## src/core_debug_pkg.sv

```systemverilog
// constants for the tile debug state and breakpoint unit
package core_debug_pkg;
   // -------------------------------------------------------------
   // status register indices
   // -------------------------------------------------------------
   localparam logic [7:0] IDX_CELL_OSC        = 8'h09;
   localparam logic [7:0] IDX_WIRE_OSC        = 8'h0A;
   localparam logic [7:0] IDX_SAVED_STATUS    = 8'h10;
   localparam logic [7:0] IDX_SAVED_PC        = 8'h11;
   localparam logic [7:0] IDX_SAVED_SP        = 8'h12;
   localparam logic [7:0] IDX_CORE_SEL        = 8'h13;
   localparam logic [7:0] IDX_REG_SEL         = 8'h14;
   localparam logic [7:0] IDX_CAUSE           = 8'h15;
   localparam logic [7:0] IDX_PAYLOAD         = 8'h16;
   localparam logic [7:0] IDX_STOP            = 8'h18;
   localparam logic [7:0] IDX_SCRATCH_BASE    = 8'h20;
   localparam logic [7:0] IDX_IBP_ADDR_BASE   = 8'h30;
   localparam logic [7:0] IDX_IBP_CTRL_BASE   = 8'h40;
   localparam logic [7:0] IDX_DW_FIRST_BASE   = 8'h50;
   localparam logic [7:0] IDX_DW_SECOND_BASE  = 8'h60;
   // -------------------------------------------------------------
   // sizes and field layout
   // -------------------------------------------------------------
   localparam int NUM_CORES      = 8;
   localparam int NUM_POINTS     = 4;
   localparam int NUM_SCRATCH    = 8;
   localparam int CORE_IDX_W     = 3;
   localparam int POINT_IDX_W    = 2;
   localparam int SCRATCH_IDX_W  = 3;
   localparam int OSC_W          = 16;
   localparam int CORE_SEL_W     = 8;
   localparam int REG_SEL_W      = 5;
   localparam int CORE_NUM_W     = 8;
   localparam int CAUSE_W        = 3;
   localparam int CAUSE_LSB      = 0;
   localparam int CORE_NUM_LSB   = 8;
   localparam int POINT_LSB      = 16;
   localparam int CTRL_ENABLE    = 0;
   localparam int CTRL_INVERT    = 1;
   localparam int CTRL_CORE_LSB  = 16;
   // -------------------------------------------------------------
   // interrupt cause codes
   // -------------------------------------------------------------
   localparam logic [2:0] CAUSE_NONE   = 3'h0;
   localparam logic [2:0] CAUSE_HOST   = 3'h1;
   localparam logic [2:0] CAUSE_DEBUG_CALL_INSTRUCTION  = 3'h2;
   localparam logic [2:0] CAUSE_IBP    = 3'h3;
   localparam logic [2:0] CAUSE_DWATCH = 3'h4;
   localparam logic [2:0] CAUSE_RWATCH = 3'h5;
   // -------------------------------------------------------------
   // debug mode states
   // -------------------------------------------------------------
   typedef enum logic {
      st_run,
      st_debug
   } dbg_state_e;
endpackage : core_debug_pkg

```

## src/core_debug_breakpoint_unit.sv

```systemverilog
// tile debug state, scratch and breakpoint/watchpoint logic
// Functional notes
// - oscillator counts are 16 bits, upper bits zero, never reset
// - saved status captured at index 0x10 on debugger entry
// - saved program counter captured at 0x11, debugger writable
// - saved stack pointer captured at 0x12, debugger writable
// - core-select operand holds 8-bit logical core number
// - register-select operand holds 5-bit register number
// - 3-bit cause resets to 0; codes host, call, ibp, data, resource
// - breakpoint/watchpoint index recorded, lowest wins when several hit
// - causing core number recorded, otherwise zero
// - payload gets effective address or resource id on watchpoint hit
// - eight scratch words shared with tile configuration access
// - debugger and debug code exchange messages through scratch
// - enabled instruction breakpoint fires on program counter match
// - per-core enable mask per breakpoint, reset zero
// - invert bit makes breakpoint fire on mismatch
// - control bit zero enables breakpoint, reset zero
// - four first-address data watch registers
// - four second-address data watch registers
// - data watch inclusive range, or outside it when inverted
// - resource watch masked id equals value, or differs inverted
`timescale 1ns/1ps
`default_nettype none
module core_debug_breakpoint_unit
   import core_debug_pkg::*;
(
   input  wire logic                    i_core_clk,
   input  wire logic                    i_resetn,
   input  wire logic                    i_ps_write,
   input  wire logic                    i_ps_read,
   input  wire logic [7:0]              i_ps_index,
   input  wire logic [31:0]             i_ps_wdata,
   output logic      [31:0]             o_ps_rdata,
   output logic                         o_ps_rvalid,
   input  wire logic                    i_cfg_write,
   input  wire logic                    i_cfg_read,
   input  wire logic [SCRATCH_IDX_W-1:0] i_cfg_index,
   input  wire logic [31:0]             i_cfg_wdata,
   output logic      [31:0]             o_cfg_rdata,
   output logic                         o_cfg_rvalid,
   input  wire logic [OSC_W-1:0]        i_cell_osc_count,
   input  wire logic [OSC_W-1:0]        i_wire_osc_count,
   input  wire logic [31:0]             i_saved_status_value,
   input  wire logic [31:0]             i_saved_program_counter,
   input  wire logic [31:0]             i_saved_stack_pointer,
   input  wire logic                    i_debug_return,
   output logic                         o_debug_mode,
   output logic                         o_debug_irq,
   output logic      [NUM_CORES-1:0]    o_core_stop,
   output logic      [CORE_SEL_W-1:0]   o_read_core_select,
   output logic      [REG_SEL_W-1:0]    o_read_reg_select,
   input  wire logic                    i_host_request,
   input  wire logic                    i_debug_call_instruction_valid,
   input  wire logic [CORE_IDX_W-1:0]   i_debug_call_instruction_core,
   input  wire logic                    i_pc_valid,
   input  wire logic [31:0]             i_pc,
   input  wire logic [CORE_IDX_W-1:0]   i_pc_core,
   input  wire logic                    i_mem_valid,
   input  wire logic                    i_mem_store,
   input  wire logic [31:0]             i_mem_addr,
   input  wire logic [CORE_IDX_W-1:0]   i_mem_core,
   input  wire logic [NUM_POINTS-1:0]   i_dw_enable,
   input  wire logic [NUM_POINTS-1:0]   i_dw_invert,
   input  wire logic [NUM_POINTS-1:0]   i_dw_on_load,
   input  wire logic                    i_res_valid,
   input  wire logic [31:0]             i_res_id,
   input  wire logic [CORE_IDX_W-1:0]   i_res_core,
   input  wire logic [NUM_POINTS-1:0]   i_rw_enable,
   input  wire logic [NUM_POINTS-1:0]   i_rw_invert,
   input  wire logic [NUM_POINTS-1:0][31:0] i_rw_mask,
   input  wire logic [NUM_POINTS-1:0][31:0] i_rw_value
);
   // -------------------------------------------------------------
   // storage
   // -------------------------------------------------------------
   dbg_state_e                state;
   dbg_state_e                next_state;
   logic [OSC_W-1:0]          cell_sync1;
   logic [OSC_W-1:0]          cell_sync2;
   logic [OSC_W-1:0]          wire_sync1;
   logic [OSC_W-1:0]          wire_sync2;
   logic [31:0]               saved_status;
   logic [31:0]               saved_pc;
   logic [31:0]               saved_sp;
   logic [CORE_SEL_W-1:0]     core_select;
   logic [REG_SEL_W-1:0]      reg_select;
   logic [CAUSE_W-1:0]        cause_code;
   logic [CORE_NUM_W-1:0]     cause_core;
   logic [POINT_IDX_W-1:0]    cause_point;
   logic [31:0]               payload;
   logic [NUM_CORES-1:0]      stop_mask;
   logic [31:0]               scratch [NUM_SCRATCH];
   logic [31:0]               ibp_addr [NUM_POINTS];
   logic [NUM_POINTS-1:0]     ibp_enable;
   logic [NUM_POINTS-1:0]     ibp_invert;
   logic [NUM_CORES-1:0]      ibp_cores [NUM_POINTS];
   logic [31:0]               dw_first [NUM_POINTS];
   logic [31:0]               dw_second [NUM_POINTS];
   // -------------------------------------------------------------
   // write decode
   // -------------------------------------------------------------
   wire                        ps_wr        = i_ps_write && (state == st_debug);
   wire [1:0]                  pt_sel       = i_ps_index[1:0];
   wire [SCRATCH_IDX_W-1:0]    scr_sel      = i_ps_index[2:0];
   wire                        wr_pc        = ps_wr && (i_ps_index == IDX_SAVED_PC);
   wire                        wr_sp        = ps_wr && (i_ps_index == IDX_SAVED_SP);
   wire                        wr_core_sel  = ps_wr && (i_ps_index == IDX_CORE_SEL);
   wire                        wr_reg_sel   = ps_wr && (i_ps_index == IDX_REG_SEL);
   wire                        wr_cause     = ps_wr && (i_ps_index == IDX_CAUSE);
   wire                        wr_payload   = ps_wr && (i_ps_index == IDX_PAYLOAD);
   wire                        wr_stop      = ps_wr && (i_ps_index == IDX_STOP);
   wire                        hit_scratch  = (i_ps_index[7:3] == IDX_SCRATCH_BASE[7:3]);
   wire                        hit_ibp_addr = (i_ps_index[7:2] == IDX_IBP_ADDR_BASE[7:2]);
   wire                        hit_ibp_ctrl = (i_ps_index[7:2] == IDX_IBP_CTRL_BASE[7:2]);
   wire                        hit_dw_first = (i_ps_index[7:2] == IDX_DW_FIRST_BASE[7:2]);
   wire                        hit_dw_sec   = (i_ps_index[7:2] == IDX_DW_SECOND_BASE[7:2]);
   wire                        wr_scratch   = ps_wr && hit_scratch;
   wire                        wr_ibp_addr  = ps_wr && hit_ibp_addr;
   wire                        wr_ibp_ctrl  = ps_wr && hit_ibp_ctrl;
   wire                        wr_dw_first  = ps_wr && hit_dw_first;
   wire                        wr_dw_sec    = ps_wr && hit_dw_sec;
   // -------------------------------------------------------------
   // trigger detection
   // -------------------------------------------------------------
   logic [NUM_POINTS-1:0]     ibp_hit;
   logic [NUM_POINTS-1:0]     dw_hit;
   logic [NUM_POINTS-1:0]     rw_hit;
   genvar g;
   generate
      for (g = 0; g < NUM_POINTS; g++) begin : g_points
         wire pc_equal  = (i_pc == ibp_addr[g]);
         wire in_range  = (i_mem_addr >= dw_first[g]) && (i_mem_addr <= dw_second[g]);
         wire out_range = (i_mem_addr < dw_first[g]) || (i_mem_addr > dw_second[g]);
         wire res_equal = ((i_res_id & i_rw_mask[g]) == i_rw_value[g]);
         wire mem_kind  = i_mem_store || i_dw_on_load[g];
         assign ibp_hit[g] = i_pc_valid && ibp_enable[g] && ibp_cores[g][i_pc_core]
                             && (ibp_invert[g] ? !pc_equal : pc_equal);
         assign dw_hit[g]  = i_mem_valid && i_dw_enable[g] && mem_kind
                             && (i_dw_invert[g] ? out_range : in_range);
         assign rw_hit[g]  = i_res_valid && i_rw_enable[g]
                             && (i_rw_invert[g] ? !res_equal : res_equal);
      end
   endgenerate
   logic [POINT_IDX_W-1:0]    ibp_low;
   logic [POINT_IDX_W-1:0]    dw_low;
   logic [POINT_IDX_W-1:0]    rw_low;
   always_comb begin
      ibp_low = '0;
      dw_low  = '0;
      rw_low  = '0;
      for (int i = NUM_POINTS - 1; i >= 0; i--) begin
         if (ibp_hit[i]) begin
            ibp_low = POINT_IDX_W'(i);
         end
         if (dw_hit[i]) begin
            dw_low = POINT_IDX_W'(i);
         end
         if (rw_hit[i]) begin
            rw_low = POINT_IDX_W'(i);
         end
      end
   end

   // -------------------------------------------------------------
   // cause selection, host first then call, ibp, data, resource
   // -------------------------------------------------------------
   localparam logic [CORE_NUM_W-CORE_IDX_W-1:0] CORE_PAD = '0;
   logic [CAUSE_W-1:0]        next_code;
   logic [CORE_NUM_W-1:0]     next_core;
   logic [POINT_IDX_W-1:0]    next_point;
   logic [31:0]               next_payload;
   always_comb begin
      next_code    = CAUSE_NONE;
      next_core    = '0;
      next_point   = '0;
      next_payload = payload;
      if (i_host_request) begin
         next_code = CAUSE_HOST;
      end else if (i_debug_call_instruction_valid) begin
         next_code = CAUSE_DEBUG_CALL_INSTRUCTION;
         next_core = {CORE_PAD, i_debug_call_instruction_core};
      end else if (|ibp_hit) begin
         next_code  = CAUSE_IBP;
         next_core  = {CORE_PAD, i_pc_core};
         next_point = ibp_low;
      end else if (|dw_hit) begin
         next_code    = CAUSE_DWATCH;
         next_core    = {CORE_PAD, i_mem_core};
         next_point   = dw_low;
         next_payload = i_mem_addr;
      end else if (|rw_hit) begin
         next_code    = CAUSE_RWATCH;
         next_core    = {CORE_PAD, i_res_core};
         next_point   = rw_low;
         next_payload = i_res_id;
      end
   end

   wire take_irq = (state == st_run) && (next_code != CAUSE_NONE);

   // -------------------------------------------------------------
   // debug mode state
   // -------------------------------------------------------------
   always_comb begin
      case (state)
         st_run:   next_state = take_irq ? st_debug : st_run;
         st_debug: next_state = i_debug_return ? st_run : st_debug;
         default:  next_state = st_run;
      endcase
   end

   always_ff @(posedge i_core_clk) begin
      if (!i_resetn) begin
         state       <= st_run;
         o_debug_irq <= 1'b0;
      end else begin
         state       <= next_state;
         o_debug_irq <= take_irq;
      end
   end

   // -------------------------------------------------------------
   // oscillator count synchronisers, kept across reset
   // -------------------------------------------------------------
   always_ff @(posedge i_core_clk) begin
      cell_sync1 <= i_cell_osc_count;
      cell_sync2 <= cell_sync1;
      wire_sync1 <= i_wire_osc_count;
      wire_sync2 <= wire_sync1;
   end

   // -------------------------------------------------------------
   // captured context and interrupt record
   // -------------------------------------------------------------
   always_ff @(posedge i_core_clk) begin
      if (!i_resetn) begin
         saved_status <= '0;
         saved_pc     <= '0;
         saved_sp     <= '0;
         cause_code   <= CAUSE_NONE;
         cause_core   <= '0;
         cause_point  <= '0;
         payload      <= '0;
      end else if (take_irq) begin
         saved_status <= i_saved_status_value;
         saved_pc     <= i_saved_program_counter;
         saved_sp     <= i_saved_stack_pointer;
         cause_code   <= next_code;
         cause_core   <= next_core;
         cause_point  <= next_point;
         payload      <= next_payload;
      end else begin
         if (wr_pc) begin
            saved_pc <= i_ps_wdata;
         end
         if (wr_sp) begin
            saved_sp <= i_ps_wdata;
         end
         if (wr_cause) begin
            cause_code  <= i_ps_wdata[CAUSE_LSB +: CAUSE_W];
            cause_core  <= i_ps_wdata[CORE_NUM_LSB +: CORE_NUM_W];
            cause_point <= i_ps_wdata[POINT_LSB +: POINT_IDX_W];
         end
         if (wr_payload) begin
            payload <= i_ps_wdata;
         end
      end
   end

   // -------------------------------------------------------------
   // operands, stop mask and point registers
   // -------------------------------------------------------------
   always_ff @(posedge i_core_clk) begin
      if (!i_resetn) begin
         core_select <= '0;
         reg_select  <= '0;
         stop_mask   <= '0;
         ibp_enable  <= '0;
         ibp_invert  <= '0;
         for (int i = 0; i < NUM_POINTS; i++) begin
            ibp_addr[i]  <= '0;
            ibp_cores[i] <= '0;
            dw_first[i]  <= '0;
            dw_second[i] <= '0;
         end
      end else begin
         if (wr_core_sel) begin
            core_select <= i_ps_wdata[CORE_SEL_W-1:0];
         end
         if (wr_reg_sel) begin
            reg_select <= i_ps_wdata[REG_SEL_W-1:0];
         end
         if (wr_stop) begin
            stop_mask <= i_ps_wdata[NUM_CORES-1:0];
         end
         if (wr_ibp_addr) begin
            ibp_addr[pt_sel] <= i_ps_wdata;
         end
         if (wr_ibp_ctrl) begin
            ibp_enable[pt_sel] <= i_ps_wdata[CTRL_ENABLE];
            ibp_invert[pt_sel] <= i_ps_wdata[CTRL_INVERT];
            ibp_cores[pt_sel]  <= i_ps_wdata[CTRL_CORE_LSB +: NUM_CORES];
         end
         if (wr_dw_first) begin
            dw_first[pt_sel] <= i_ps_wdata;
         end
         if (wr_dw_sec) begin
            dw_second[pt_sel] <= i_ps_wdata;
         end
      end
   end

   // -------------------------------------------------------------
   // shared scratch, status port wins a same-word collision
   // -------------------------------------------------------------
   always_ff @(posedge i_core_clk) begin
      if (!i_resetn) begin
         for (int i = 0; i < NUM_SCRATCH; i++) begin
            scratch[i] <= '0;
         end
      end else begin
         if (i_cfg_write) begin
            scratch[i_cfg_index] <= i_cfg_wdata;
         end
         if (wr_scratch) begin
            scratch[scr_sel] <= i_ps_wdata;
         end
      end
   end

   // -------------------------------------------------------------
   // read mux
   // -------------------------------------------------------------
   localparam logic [31-OSC_W:0] OSC_PAD = '0;
   logic [31:0] next_rdata;
   always_comb begin
      next_rdata = '0;
      if (hit_scratch) begin
         next_rdata = scratch[scr_sel];
      end else if (hit_ibp_addr) begin
         next_rdata = ibp_addr[pt_sel];
      end else if (hit_ibp_ctrl) begin
         next_rdata[CTRL_ENABLE]                  = ibp_enable[pt_sel];
         next_rdata[CTRL_INVERT]                  = ibp_invert[pt_sel];
         next_rdata[CTRL_CORE_LSB +: NUM_CORES]   = ibp_cores[pt_sel];
      end else if (hit_dw_first) begin
         next_rdata = dw_first[pt_sel];
      end else if (hit_dw_sec) begin
         next_rdata = dw_second[pt_sel];
      end else begin
         case (i_ps_index)
            IDX_CELL_OSC:     next_rdata = {OSC_PAD, cell_sync2};
            IDX_WIRE_OSC:     next_rdata = {OSC_PAD, wire_sync2};
            IDX_SAVED_STATUS: next_rdata = saved_status;
            IDX_SAVED_PC:     next_rdata = saved_pc;
            IDX_SAVED_SP:     next_rdata = saved_sp;
            IDX_CORE_SEL:     next_rdata[CORE_SEL_W-1:0] = core_select;
            IDX_REG_SEL:      next_rdata[REG_SEL_W-1:0] = reg_select;
            IDX_CAUSE: begin
               next_rdata[CAUSE_LSB +: CAUSE_W]        = cause_code;
               next_rdata[CORE_NUM_LSB +: CORE_NUM_W]  = cause_core;
               next_rdata[POINT_LSB +: POINT_IDX_W]    = cause_point;
            end
            IDX_PAYLOAD:      next_rdata = payload;
            IDX_STOP:         next_rdata[NUM_CORES-1:0] = stop_mask;
            default:          next_rdata = '0;
         endcase
      end
   end

   always_ff @(posedge i_core_clk) begin
      if (!i_resetn) begin
         o_ps_rdata   <= '0;
         o_ps_rvalid  <= 1'b0;
         o_cfg_rdata  <= '0;
         o_cfg_rvalid <= 1'b0;
      end else begin
         o_ps_rvalid  <= i_ps_read;
         o_cfg_rvalid <= i_cfg_read;
         if (i_ps_read) begin
            o_ps_rdata <= next_rdata;
         end
         if (i_cfg_read) begin
            o_cfg_rdata <= scratch[i_cfg_index];
         end
      end
   end

   // -------------------------------------------------------------
   // outputs
   // -------------------------------------------------------------
   assign o_debug_mode       = (state == st_debug);
   assign o_core_stop        = (state == st_run) ? stop_mask : '0;
   assign o_read_core_select = core_select;
   assign o_read_reg_select  = reg_select;
endmodule : core_debug_breakpoint_unit
`default_nettype wire

```

## config.mk

```make
export PLATFORM = sky130hd
export DESIGN_NAME = core_debug_breakpoint_unit
export DESIGN_NICKNAME = d
export VERILOG_FILES = /design/src/core_debug_pkg.sv /design/src/core_debug_breakpoint_unit.sv
export SDC_FILE = /design/constraint.sdc
export NUM_CORES = 2
export LEC_CHECK = 0
export ABC_AREA = 0
export BUFFER_PORTS_ARGS = -buffer_cell sky130_fd_sc_hd__buf_2
export CORE_MARGIN = 1
export CORE_UTILIZATION = 59
export CTS_BUF_LIST = sky130_fd_sc_hd__clkbuf_4 sky130_fd_sc_hd__clkbuf_8 sky130_fd_sc_hd__clkbuf_16
export DETAILED_ROUTE_END_ITERATION = 10
export PLACE_DENSITY = 0.81
export SKIP_LAST_GASP = 1
export SLEW_MARGIN = 20
export SYNTH_ARGS = -nofsm -noshare
export SYNTH_HDL_FRONTEND = slang
export SYNTH_SLANG_ARGS = --single-unit
```

## constraint.sdc

```tcl
create_clock -name i_core_clk -period 12.2 [get_ports i_core_clk]
set_input_delay 2.44 -clock i_core_clk [delete_from_list [all_inputs] [get_ports i_core_clk]]
set_output_delay 2.44 -clock i_core_clk [all_outputs]
set_load 0.01 [all_outputs]
```

==> results.sh <==
export IMPL_status="complete, no violations"
export IMPL_pwr_density_cell_mw_per_mm2=127
export IMPL_synthArstFlopShare_pct=0
export IMPL_route_vias_total=51000
export IMPL_switching_power_uw=2270
export IMPL_cts_made_buffers=100
export IMPL_preCtsSetupSlack_ns=4.55
export IMPL_flow_area_growth_from_synthesis_pct=13.9
export IMPL_routed_via_density=6.94
export IMPL_cts_htree_levels=3
export IMPL_synth_top_family_by_area="multiplexers"
export IMPL_worst_tran_pin_value_ns=1.19
export IMPL_synth_cells=5492
export IMPL_worst_setup_hold_path_clk_slew_ns=0.06
export IMPL_comb_power_share_pct=14.7
export IMPL_drcViolationCount=0
export IMPL_place_congestion=1.06
export IMPL_setup_repair_after_global_routing_missed_its_margin="no"
export IMPL_postLayoutCoreUtil_pct=67.8
export IMPL_numPortBuffers=688
export IMPL_final_min_clock_period_ns=7.36
export IMPL_area_share_of_xor_xnor_cells_in_the_synthesized_design_pct=1.98
export IMPL_synth_compound_gate_area_share_pct=12.6
export IMPL_flip_flop_and_latch_count_after_synthesis=974
export IMPL_finalHoldViolCount=0
export IMPL_antenna_found_initial=74
export IMPL_final_nets=6806
export IMPL_postcts_resize_cnt=0
export IMPL_global_route_met1_utilization_pct=55.1
export IMPL_start_kind="input port"
export IMPL_synthDominantAreaCellType="sky130_fd_sc_hd__edfxtp_1"
export IMPL_core_sq_mm=0.0949
export IMPL_ctsLongestPathBuffers=3
export IMPL_grt_pass1_wl_microns=337000
export IMPL_critical_path_required_ns=12.79
export IMPL_power_frac_seq_pct=46.2
export IMPL_synth_simple_gate_area_share_pct=13.7
export IMPL_sequential_to_total_area_share_from_yosys_stat_pct=46.4
export IMPL_slew_headroom_pct=20.2
export IMPL_die_area_sq_mm=0.0970
export IMPL_share_clk_of_total_power_pct=39.1
export IMPL_synthAdderAreaFrac_pct=5.67
export IMPL_dpl_hpwl_microns=170000
export IMPL_worstSkewPairLatency_ns=0.71
export IMPL_cellLeakagePower_uw=0.0263
export IMPL_ys_top_cells_by_area="sky130_fd_sc_hd__edfxtp_1, sky130_fd_sc_hd__dfxtp_1, sky130_fd_sc_hd__mux4_2"
export IMPL_grtUsageTotal_pct=48.5
export IMPL_drv_slew=0
export IMPL_grt_overflow_total=0
export IMPL_hold_buffers=0
export IMPL_irDropWorstVdd_uv=111
export IMPL_fillerInstances=7098
export IMPL_netSwitchingFraction_pct=27.7
export IMPL_core_rowCount=113
export IMPL_syn_area_sq_mm=0.0565
export IMPL_global_route_peak_usage_layer="met2"
export IMPL_initial_core_util_pct=59.5
export IMPL_met3_usage_pct=16.6
export IMPL_grt_start_max_net_pins=106
export IMPL_die_h_microns=311
export IMPL_routed_wire_length_per_instance_microns=32.8
export IMPL_io_pins=689
export IMPL_critical_path_class="input port to flop"
export IMPL_layout_setup_ws_ns=4.84
export IMPL_die_width_microns=311
export IMPL_synthDistinctLibCells=76
export IMPL_cts_tree="done"
export IMPL_max_cap_violations=0
export IMPL_clk_root_buffer_cell="sky130_fd_sc_hd__clkbuf_16"
export IMPL_number_of_global_route_vias_before_repair=48100
export IMPL_maxClockFrequency_mhz=136
export IMPL_antenna_violating_nets_post_route=0
export IMPL_critical_path_peak_fanout=56
export IMPL_synth_yosys_warnings=0
export IMPL_p_total_uw=8190
export IMPL_synth_top_cell_area_share_pct=35.7
export IMPL_cp_data_arrival_time_ns=7.95
export IMPL_mux_share_of_post_synthesis_cell_area_pct=14.3
export IMPL_first_pass_iters=9
export IMPL_timing_clock_skew_ns=0.0474
export IMPL_finalWirelength_microns=241000
export IMPL_tns_ns=0
export IMPL_critPathCaptureType="flop"
export IMPL_internal_power_uw=5920
export IMPL_final_setup_vio_count=0
export IMPL_synth_net_count=6348
export IMPL_tritoncts_num_sinks=974
export IMPL_grt_use_met2_pct=73.3
export IMPL_share_of_layout_cells_above_drive_strength_1_pct=22.1
export IMPL_detailedRoute_firstIterationViolations=8447
export IMPL_synthesis_area_per_instance_sq_um=10.3
export IMPL_synth_edff_count=672
export IMPL_period_share_pct=60.3
export IMPL_synth_main_ff_cell="sky130_fd_sc_hd__edfxtp_1"
export IMPL_post_cts_setup_buffer_count=0
export IMPL_min_delay_path_class="flop to flop"
final timing paths:
check	startpoint	end	slack (ns)	cells after the start
max	i_res_id[19]	payload[30]	4.84	14
max reg2reg	ibp_addr[2][26]	payload[30]	6.68	13
min	cell_sync1[7]	cell_sync2[7]	0.33	0
min reg2reg	cell_sync1[7]	cell_sync2[7]	0.33	0
through the flow:
step	hold slack, ns	std cells	instance area (sq um)
after CTS	0.325	7301	64200
final	0.327	7356	64400
after detailed placement	0.313	7112	60800
after global placement	0.311	7112	60800
after global routing	0.331	7346	64300
after floorplan	0.310	5492	56500
cells in the final DEF, fill, tap and decap left out, drive strengths merged, types with 12 or more instances in the layout:
| cell type | instances |
|---|---|
| a222oi | 19 |
| mux2i | 164 |
| inv | 370 |
| diode | 54 |
| o22a | 33 |
| and3 | 104 |
| o21ai | 324 |
| a31oi | 37 |
| ha | 256 |
| a21oi | 260 |
| a21o | 50 |
| nand3 | 89 |
| clkinv | 34 |
| nand2 | 791 |
| and3b | 32 |
| dfxtp | 302 |
| a211oi | 147 |
| buf | 772 |
| nor2b | 20 |
| xor2 | 128 |
| mux4 | 242 |
| o211ai | 25 |
| nor2 | 536 |
| a21boi | 37 |
| nor4 | 52 |
| clkbuf | 137 |
| a22o | 34 |
| a221oi | 56 |
| nor3 | 18 |
| a22oi | 31 |
| mux2 | 81 |
| edfxtp | 672 |
| or3 | 12 |
| nand4 | 69 |
worst max-delay path, cell delays in order:
cell                       delay, ns
sky130_fd_sc_hd__buf_2          0.36
sky130_fd_sc_hd__nand3_1        0.12
sky130_fd_sc_hd__a211oi_1       0.96
sky130_fd_sc_hd__nand4_1        0.20
sky130_fd_sc_hd__nor4_1         0.63
sky130_fd_sc_hd__mux2i_1        0.30
sky130_fd_sc_hd__nand2_1        0.10
sky130_fd_sc_hd__nor2_1         0.53
sky130_fd_sc_hd__nand2_1        0.20
sky130_fd_sc_hd__o21bai_4       0.16
sky130_fd_sc_hd__buf_4          0.57
sky130_fd_sc_hd__buf_4          0.65
sky130_fd_sc_hd__mux2_2         0.40
sky130_fd_sc_hd__a22o_1         0.22
state kept, by name, indices dropped and copies added, names as in the netlist, 16 cells and up:
signal,count
dw_first,128
saved_status,32
payload,32
dw_second,128
ibp_cores,32
wire_sync2,16
saved_pc,32
o_cfg_rdata,32
cell_sync1,16
ibp_addr,128
o_ps_rdata,32
wire_sync1,16
cell_sync2,16
saved_sp,32
scratch,256
power groups by stage:
stage / registers (uW) / logic (uW) / clock network, uW
after floorplan: 3810 / 665 / 0
after global placement: 3830 / 1130 / 0
final: 3780 / 1210 / 3200
after global routing: 3790 / 1240 / 3310
after detailed placement: 3840 / 1150 / 0
after CTS: 3770 / 1160 / 3180
area by class of cell:
type                            count  area (sq um)  area share, %
Multi-Input combinational cell   3742         27500           42.8
Sequential cell                   974         26200           40.7
Timing Repair Buffer              772          4130           6.41
Clock buffer                      137          2900           4.50
Tap cell                         1265          1580           2.46
Inverter                          360          1360           2.11
Clock inverter                     52           503          0.781
Antenna cell                       54           135          0.210
synthesized netlist by cell type (all sizes together) (37+ instances only):
master,instances
a221oi,56
a211oi,147
a31oi,37
ha,256
buf,104
a21oi,260
inv,360
nor4,52
mux4,242
a21o,50
o21ai,324
and3,104
mux2i,164
nand4,69
clkbuf,312
nand2,791
nor2,536
nand3,89
a21boi,37
mux2,81
xor2,128
dfxtp,302
edfxtp,672
cell families after synthesis:
| kind of cell | after synthesis |
|---|---|
| flops | 974 |
| mux | 487 |
| compound gates | 1111 |
| fa+ha+maj | 256 |
| buf+inv | 776 |
| xor+xnor | 128 |
| simple gates | 1760 |
routing by layer:
| metal | vias to the layer above | share of wire (%) |
|---|---|---|
| met4 | 38 | 11 |
| met1 | 24100 | 31 |
| met5 | - | 0.11 |
| met3 | 1211 | 15 |
| li1 | 21000 | - |
| met2 | 4651 | 43 |
No activity file was read; power rests on OpenSTA's default activity.
